[src/include/rotate_exec_pkg.sv]
// Purpose: constants for the rotate instruction execution block
// Assumes: 16-bit program words, 8-bit data, four phases per instruction cycle
// Notes: opcode fields sit in the top bits of the instruction word
package rotate_exec_pkg;
    // ****************************************
    // opcode recognition
    // ****************************************
    localparam int OPC_HI = 15;
    localparam int OPC_LO = 10;
    localparam logic [5:0] OPC_ROT_LEFT_NC = 6'h11;
    localparam logic [5:0] OPC_ROT_RIGHT_C = 6'h0C;
    localparam int DEST_BIT = 9;
    localparam int ACCESS_BIT = 8;
    // ****************************************
    // addressing
    // ****************************************
    localparam logic [7:0] INDEXED_LIMIT = 8'h5F;
    localparam logic [7:0] ACCESS_SPLIT = 8'h60;
    localparam logic [3:0] ACCESS_HIGH_BANK = 4'hF;
    localparam logic [3:0] ACCESS_LOW_BANK = 4'h0;
    // ****************************************
    // status bits and reset values
    // ****************************************
    localparam int FLAG_C = 0;
    localparam int FLAG_Z = 2;
    localparam int FLAG_N = 4;
    localparam logic [7:0] ACC_RESET = 8'h00;
    localparam logic [4:0] STATUS_RESET = 5'h00;
    localparam logic [3:0] BANK_RESET = 4'h0;
    typedef enum logic [1:0] {PH_DECODE, PH_READ, PH_PROCESS, PH_WRITE} phase_e;
endpackage

[src/design/rotate_instruction_exec.sv]
// Purpose: executes the two rotate instructions of an 8-bit core
// Assumes: instruction word held stable for a whole four-phase cycle
// Notes: file memory is outside; this block drives its address and write port
// Functional notes
// - rotate left: bit7 to bit0, N,Z
// - rotate right through carry: C,N,Z update
// - dest bit 0 accumulator, 1 file
// - access bit 0 access bank, else pointer
// - access, extended set, f<=5Fh: indexed offset
// - one word, one cycle: four phases
`timescale 1ns/100ps
module rotate_instruction_exec (
    input wire logic core_clk,
    input wire logic srst,
    input wire logic clk_en,
    input wire logic [15:0] instr_word,
    input wire logic instr_valid,
    input wire logic ext_set_en,
    input wire logic [3:0] bank_pointer_reg,
    input wire logic [11:0] indexed_addr,
    input wire logic [7:0] file_rdata,
    output logic [11:0] file_addr,
    output logic file_rd,
    output logic file_we,
    output logic [7:0] file_wdata,
    output logic indexed_mode,
    output logic [7:0] acc_reg,
    output logic [4:0] status_reg,
    output logic [1:0] phase,
    output logic busy
);
    // ****************************************
    // decode
    // ****************************************
    rotate_exec_pkg::phase_e phase_reg;
    logic [5:0] opc;
    logic rotate_left_no_carry_op;
    logic rotate_right_thru_carry_op;
    logic is_rot;
    logic dest_file;
    logic use_access;
    logic [7:0] f_lit;
    logic [7:0] operand_reg;
    logic [7:0] result_reg;
    logic carry_out_reg;
    logic active_reg;
    logic left_reg;
    logic [11:0] addr_next;
    logic idx_next;
    logic [7:0] rot_left;
    logic [7:0] rot_right;
    logic carry_in;

    assign opc = instr_word[rotate_exec_pkg::OPC_HI:rotate_exec_pkg::OPC_LO];
    assign rotate_left_no_carry_op = opc == rotate_exec_pkg::OPC_ROT_LEFT_NC;
    assign rotate_right_thru_carry_op = opc == rotate_exec_pkg::OPC_ROT_RIGHT_C;
    assign is_rot = instr_valid && (rotate_left_no_carry_op || rotate_right_thru_carry_op);
    assign dest_file = instr_word[rotate_exec_pkg::DEST_BIT];
    assign use_access = !instr_word[rotate_exec_pkg::ACCESS_BIT];
    assign f_lit = instr_word[7:0];

    // ****************************************
    // address selection
    // ****************************************
    always_comb begin
        idx_next = use_access && ext_set_en
            && (f_lit <= rotate_exec_pkg::INDEXED_LIMIT);
        if (idx_next) begin
            addr_next = indexed_addr;
        end else if (use_access) begin
            addr_next = {(f_lit < rotate_exec_pkg::ACCESS_SPLIT) ?
                rotate_exec_pkg::ACCESS_LOW_BANK : rotate_exec_pkg::ACCESS_HIGH_BANK,
                f_lit};
        end else begin
            addr_next = {bank_pointer_reg, f_lit};
        end
    end

    // ****************************************
    // phase sequencer
    // ****************************************
    always_ff @(posedge core_clk) begin
        if (srst) begin
            phase_reg <= rotate_exec_pkg::PH_DECODE;
        end else if (clk_en) begin
            unique case (phase_reg)
                rotate_exec_pkg::PH_DECODE: phase_reg <= rotate_exec_pkg::PH_READ;
                rotate_exec_pkg::PH_READ: phase_reg <= rotate_exec_pkg::PH_PROCESS;
                rotate_exec_pkg::PH_PROCESS: phase_reg <= rotate_exec_pkg::PH_WRITE;
                rotate_exec_pkg::PH_WRITE: phase_reg <= rotate_exec_pkg::PH_DECODE;
            endcase
        end
    end

    // ****************************************
    // decode capture
    // ****************************************
    always_ff @(posedge core_clk) begin
        if (srst) begin
            active_reg <= 1'b0;
        end else if (clk_en && phase_reg == rotate_exec_pkg::PH_DECODE) begin
            active_reg <= is_rot;
        end
    end

    always_ff @(posedge core_clk) begin
        if (srst) begin
            left_reg <= 1'b0;
        end else if (clk_en && phase_reg == rotate_exec_pkg::PH_DECODE) begin
            left_reg <= rotate_left_no_carry_op;
        end
    end

    always_ff @(posedge core_clk) begin
        if (srst) begin
            file_addr <= 12'h000;
        end else if (clk_en && phase_reg == rotate_exec_pkg::PH_DECODE) begin
            file_addr <= addr_next;
        end
    end

    always_ff @(posedge core_clk) begin
        if (srst) begin
            indexed_mode <= 1'b0;
        end else if (clk_en && phase_reg == rotate_exec_pkg::PH_DECODE) begin
            indexed_mode <= is_rot && idx_next;
        end
    end

    // ****************************************
    // read and process
    // ****************************************
    always_ff @(posedge core_clk) begin
        if (srst) begin
            operand_reg <= 8'h00;
        end else if (clk_en && phase_reg == rotate_exec_pkg::PH_READ && active_reg) begin
            operand_reg <= file_rdata;
        end
    end

    // ****************************************
    // per-bit rotate networks
    // ****************************************
    assign carry_in = status_reg[rotate_exec_pkg::FLAG_C];

    genvar bit_idx;
    generate
        for (bit_idx = 0; bit_idx < 8; bit_idx++) begin : g_rot
            assign rot_left[bit_idx] = operand_reg[(bit_idx + 7) % 8];
            if (bit_idx == 7) begin : g_top
                assign rot_right[bit_idx] = carry_in;
            end else begin : g_low
                assign rot_right[bit_idx] = operand_reg[bit_idx + 1];
            end
        end
    endgenerate

    always_ff @(posedge core_clk) begin
        if (srst) begin
            result_reg <= 8'h00;
        end else if (clk_en && phase_reg == rotate_exec_pkg::PH_PROCESS && active_reg) begin
            if (left_reg) begin
                result_reg <= rot_left;
            end else begin
                result_reg <= rot_right;
            end
        end
    end

    // left rotate keeps carry as it was
    always_ff @(posedge core_clk) begin
        if (srst) begin
            carry_out_reg <= 1'b0;
        end else if (clk_en && phase_reg == rotate_exec_pkg::PH_PROCESS && active_reg) begin
            if (left_reg) begin
                carry_out_reg <= carry_in;
            end else begin
                carry_out_reg <= operand_reg[0];
            end
        end
    end

    // ****************************************
    // write back and flags
    // ****************************************
    logic dest_file_reg;
    always_ff @(posedge core_clk) begin
        if (srst) begin
            dest_file_reg <= 1'b1;
        end else if (clk_en && phase_reg == rotate_exec_pkg::PH_DECODE) begin
            dest_file_reg <= dest_file;
        end
    end

    logic write_phase;
    assign write_phase = clk_en && phase_reg == rotate_exec_pkg::PH_WRITE && active_reg;
    assign file_rd = phase_reg == rotate_exec_pkg::PH_READ && active_reg;
    assign file_we = phase_reg == rotate_exec_pkg::PH_WRITE
        && active_reg && dest_file_reg;
    assign file_wdata = result_reg;

    always_ff @(posedge core_clk) begin
        if (srst) begin
            acc_reg <= rotate_exec_pkg::ACC_RESET;
        end else if (write_phase && !dest_file_reg) begin
            acc_reg <= result_reg;
        end
    end

    always_ff @(posedge core_clk) begin
        if (srst) begin
            status_reg <= rotate_exec_pkg::STATUS_RESET;
        end else if (write_phase) begin
            status_reg[rotate_exec_pkg::FLAG_N] <= result_reg[7];
            status_reg[rotate_exec_pkg::FLAG_Z] <= result_reg == 8'h00;
            status_reg[rotate_exec_pkg::FLAG_C] <= carry_out_reg;
        end
    end

    // ****************************************
    // outputs
    // ****************************************
    assign phase = phase_reg;
    assign busy = active_reg;
endmodule

[config.mk]
export PLATFORM = sky130hd
export DESIGN_NAME = rotate_instruction_exec
export DESIGN_NICKNAME = d
export VERILOG_FILES = /design/src/include/rotate_exec_pkg.sv /design/src/design/rotate_instruction_exec.sv
export SDC_FILE = /design/constraint.sdc
export NUM_CORES = 1
export LEC_CHECK = 0
export BUFFER_PORTS_ARGS = -buffer_cell sky130_fd_sc_hd__buf_2
export CORE_ASPECT_RATIO = 1.25
export CORE_UTILIZATION = 33
export DETAILED_ROUTE_END_ITERATION = 8
export GPL_TIMING_DRIVEN = 0
export HOLD_SLACK_MARGIN = 0.05
export PLACE_DENSITY = 0.59
export SLEW_MARGIN = 10
export SYNTH_ARGS = -nofsm -noshare
export SYNTH_HDL_FRONTEND = slang
export SYNTH_SLANG_ARGS = --single-unit
[constraint.sdc]
create_clock -name core_clk -period 3.6 [get_ports core_clk]
set_input_delay 0 -clock core_clk [delete_from_list [all_inputs] [get_ports core_clk]]
set_output_delay 0 -clock core_clk [all_outputs]
set_load 0.03 [all_outputs]
==> run_results.csv <==
group,metric,value,unit
drt,drt-vias-per-instance,5.05,
layout,drive_above_1_share,28.3,%
pwr,p_sw_share,27.2,%
timing,rsz0062_at_grt,"no",
setup_path,end_kind,"flop",
timing,fmax,454,MHz
place,dp_hpwl,3710,um
cts,cts_tree,"yes",
drt,drc_errors,0,
cts,clock-sinks,46,
yosys,syn_area,0.00200,mm2
cts,clockBufferDepth,2,
layout,regMostFlops,"file_addr",
grt,grt_pass1_vias,1898,
grt,antenna_found_initial,0,
cts,numCtsBuffers,5,
setup_path,worstSetupStartpointType,"flop",
drt,wirelength,5260,um
place,portBuffers,79,
grt,overflow,0,
timing,period_share,61.2,%
drt,post_drt_wl_per_cell,13.0,um
layout,final_common_cell,"buf_2",
grt,grt_max_degree,13,
pwr,p_int,0.740,mW
timing,final-setup-viol-count,0,
pwr,power.ir.vdd_worst,0.000233,V
drt,wl_met2,2610,um
min_path,hp-class,"in2reg",
cts,htreeDepth,2,
layout,postLayoutCoreUtil,48.9,%
layout,diodes,0,
drt,routedLengthMet1,2310,um
timing,fin_skew,5.31,ps
cts,clock-root-buffer,"clkbuf_8",
yosys,ys_ff_latch,46,
pwr,pwr-share-clk,28.9,%
cts,hold_buffers,29,
yosys,netlist_instances,223,
flow_run,max_cap_viol_count,0,
cts,clkLatencyLatePin,290,ps
layout,syn_to_final_growth,42.5,%
setup_path,arrival,2440,ps
grt,grt_pass1_wl,8460,um
place,gp_congestion,0.708,
drt,wl_met3,223,um
timing,setup_tns,0,ps
yosys,synth_cell_types,35,
die,die-area,0.00637,mm2
setup_path,cp_max_fo,10,
timing,drv_slew,0,
yosys,syn_avg_cell_area,8.95,um2
drt,ant_nets,0,
timing,maxSlewHeadroom,62.5,%
setup_path,path_class,"reg2reg",
yosys,synth_edf_count,0,
timing,worst_hold_slack,56.7,ps
drt,firstDrtPassIters,4,
pwr,p_seq_share,52.8,%
cts,cts_resized,0,
die,die_h,89.0,um
layout,fin_nets,388,
grt,gr-usage-all-layers,16.8,%
timing,period_needed,2200,ps
die,ios,84,
pwr,power_leakage,1.30,nW
cts,path_clk_slew,80,ps
yosys,synth-main-ff-cell,"dfxtp_1",
yosys,synthArstFlopShare,0,%
cts,post_cts.repair.setup_buffers,0,
drt,top_layer,"met4",
yosys,yosysSeqAreaShare,46.1,%
die,start_util,34.3,%
outcome,status,"completed",
pwr,power_density,357,mW/mm2
timing,finalHoldViolations,0,
layout,layout_common_cells,"buf_2 (87), dfxtp_1 (46), nor2_1 (35), dlygate4sd3_1 (29), nand2_1 (22)",
timing,worstMarginPinSlew,563,ps
drt,drt-initial-drc-count,76,
die,core,0.00582,mm2
pwr,p_comb_share,18.3,%
drt,num_vias,2047,
die,num_rows,31,
die,fp.dieW,71.6,um
pwr,p_sw,0.276,mW
setup_path,critical_path_required,3840,ps
yosys,ys_warn_count,0,
layout,largest_register_ffs,12,
-- synthesized netlist by cell type, types with 2 or more instances --
cell | instances | share of area (%)
and3_1 | 2 | 0.63
a21oi_1 | 10 | 2.5
nand3_1 | 10 | 2.5
a311oi_1 | 8 | 3.5
dfxtp_1 | 46 | 46
a211oi_1 | 14 | 5.3
mux2i_1 | 20 | 10
buf_2 | 8 | 2.0
a32oi_1 | 4 | 1.8
ha_1 | 4 | 2.5
nand3b_1 | 3 | 1.1
nor4bb_1 | 2 | 1.0
nand2_1 | 22 | 4.1
or4_1 | 2 | 0.75
clkbuf_1 | 6 | 1.1
buf_4 | 2 | 0.75
inv_1 | 2 | 0.38
nor2_1 | 35 | 6.6
o21ai_0 | 7 | 1.8
-- power by group through the flow --
| stage | Sequential (mW) | Clock (mW) | Combinational (mW) |
|---|---|---|---|
| after floorplan | 0.580 | 0 | 0.0651 |
| after global placement | 0.548 | 0 | 0.155 |
| after detailed placement | 0.549 | 0 | 0.156 |
| after CTS | 0.537 | 0.305 | 0.184 |
| after global routing | 0.540 | 0.327 | 0.201 |
| final | 0.537 | 0.294 | 0.186 |
-- stage by stage --
step / cells / total power, mW / instance area [um2] / setup WS (ps)
after floorplan: 224 / 0.645 / 2000 / 2000
after global routing: 405 / 1.07 / 2850 / 1290
final: 405 / 1.02 / 2850 / 1400
after detailed placement: 369 / 0.704 / 2480 / 2040
after global placement: 369 / 0.703 / 2480 / 2080
after CTS: 405 / 1.03 / 2850 / 1490
-- layer usage --
layer / track usage (%) / up-vias
met5: 0 / -
met4: 5.70 / 0
met3: 3.38 / 11
met2: 31.3 / 70
met1: 19.3 / 943
li1: - / 1023
-- worst max-delay path, stage by stage (launching register included) --
cell and delay, ps:
dfxtp_1 360, inv_1 90, ha_1 190, and2_0 270
buf_2 290, nor2_1 90, a311oi_1 280, dlygate4sd3_1 580
-- worst paths after layout --
kind                               endpoint  depth (start not counted)  slack [ps]               startpoint
setup / recovery  file_addr[3]$_SDFFE_PP0P_                          7        1400    phase[0]$_SDFFE_PP0P_
hold / removal    file_addr[7]$_SDFFE_PP0P_                          3          60            instr_word[7]
setup reg to reg  file_addr[3]$_SDFFE_PP0P_                          7        1400    phase[0]$_SDFFE_PP0P_
hold reg to reg     acc_reg[7]$_SDFFE_PP0P_                          2         450  acc_reg[7]$_SDFFE_PP0P_
-- logic make-up (layout without fill, tap and decap cells) --
family / after synthesis / in the layout / share of synthesized area, %
AOI/OAI and AO/OA: 49 / 49 / 17.2
adders and majority gates: 4 / 4 / 2.51
buffers and inverters: 19 / 134 / 4.51
DFF: 46 / 46 / 46.1
muxes: 20 / 20 / 10.0
other: 1 / 2 / 0.188
and+or+nand+nor: 84 / 84 / 19.5
-- cell type report --
class                      instances  area (um2)
fill                             577        2970
multi-input combinational        159         990
sequential                        46         921
timing repair buffer             108         686
buffer                            17        82.6
tap                               66        82.6
clock buffer                       7        76.3
inverter                           2        7.51
Power figures use the tool's default switching activity.
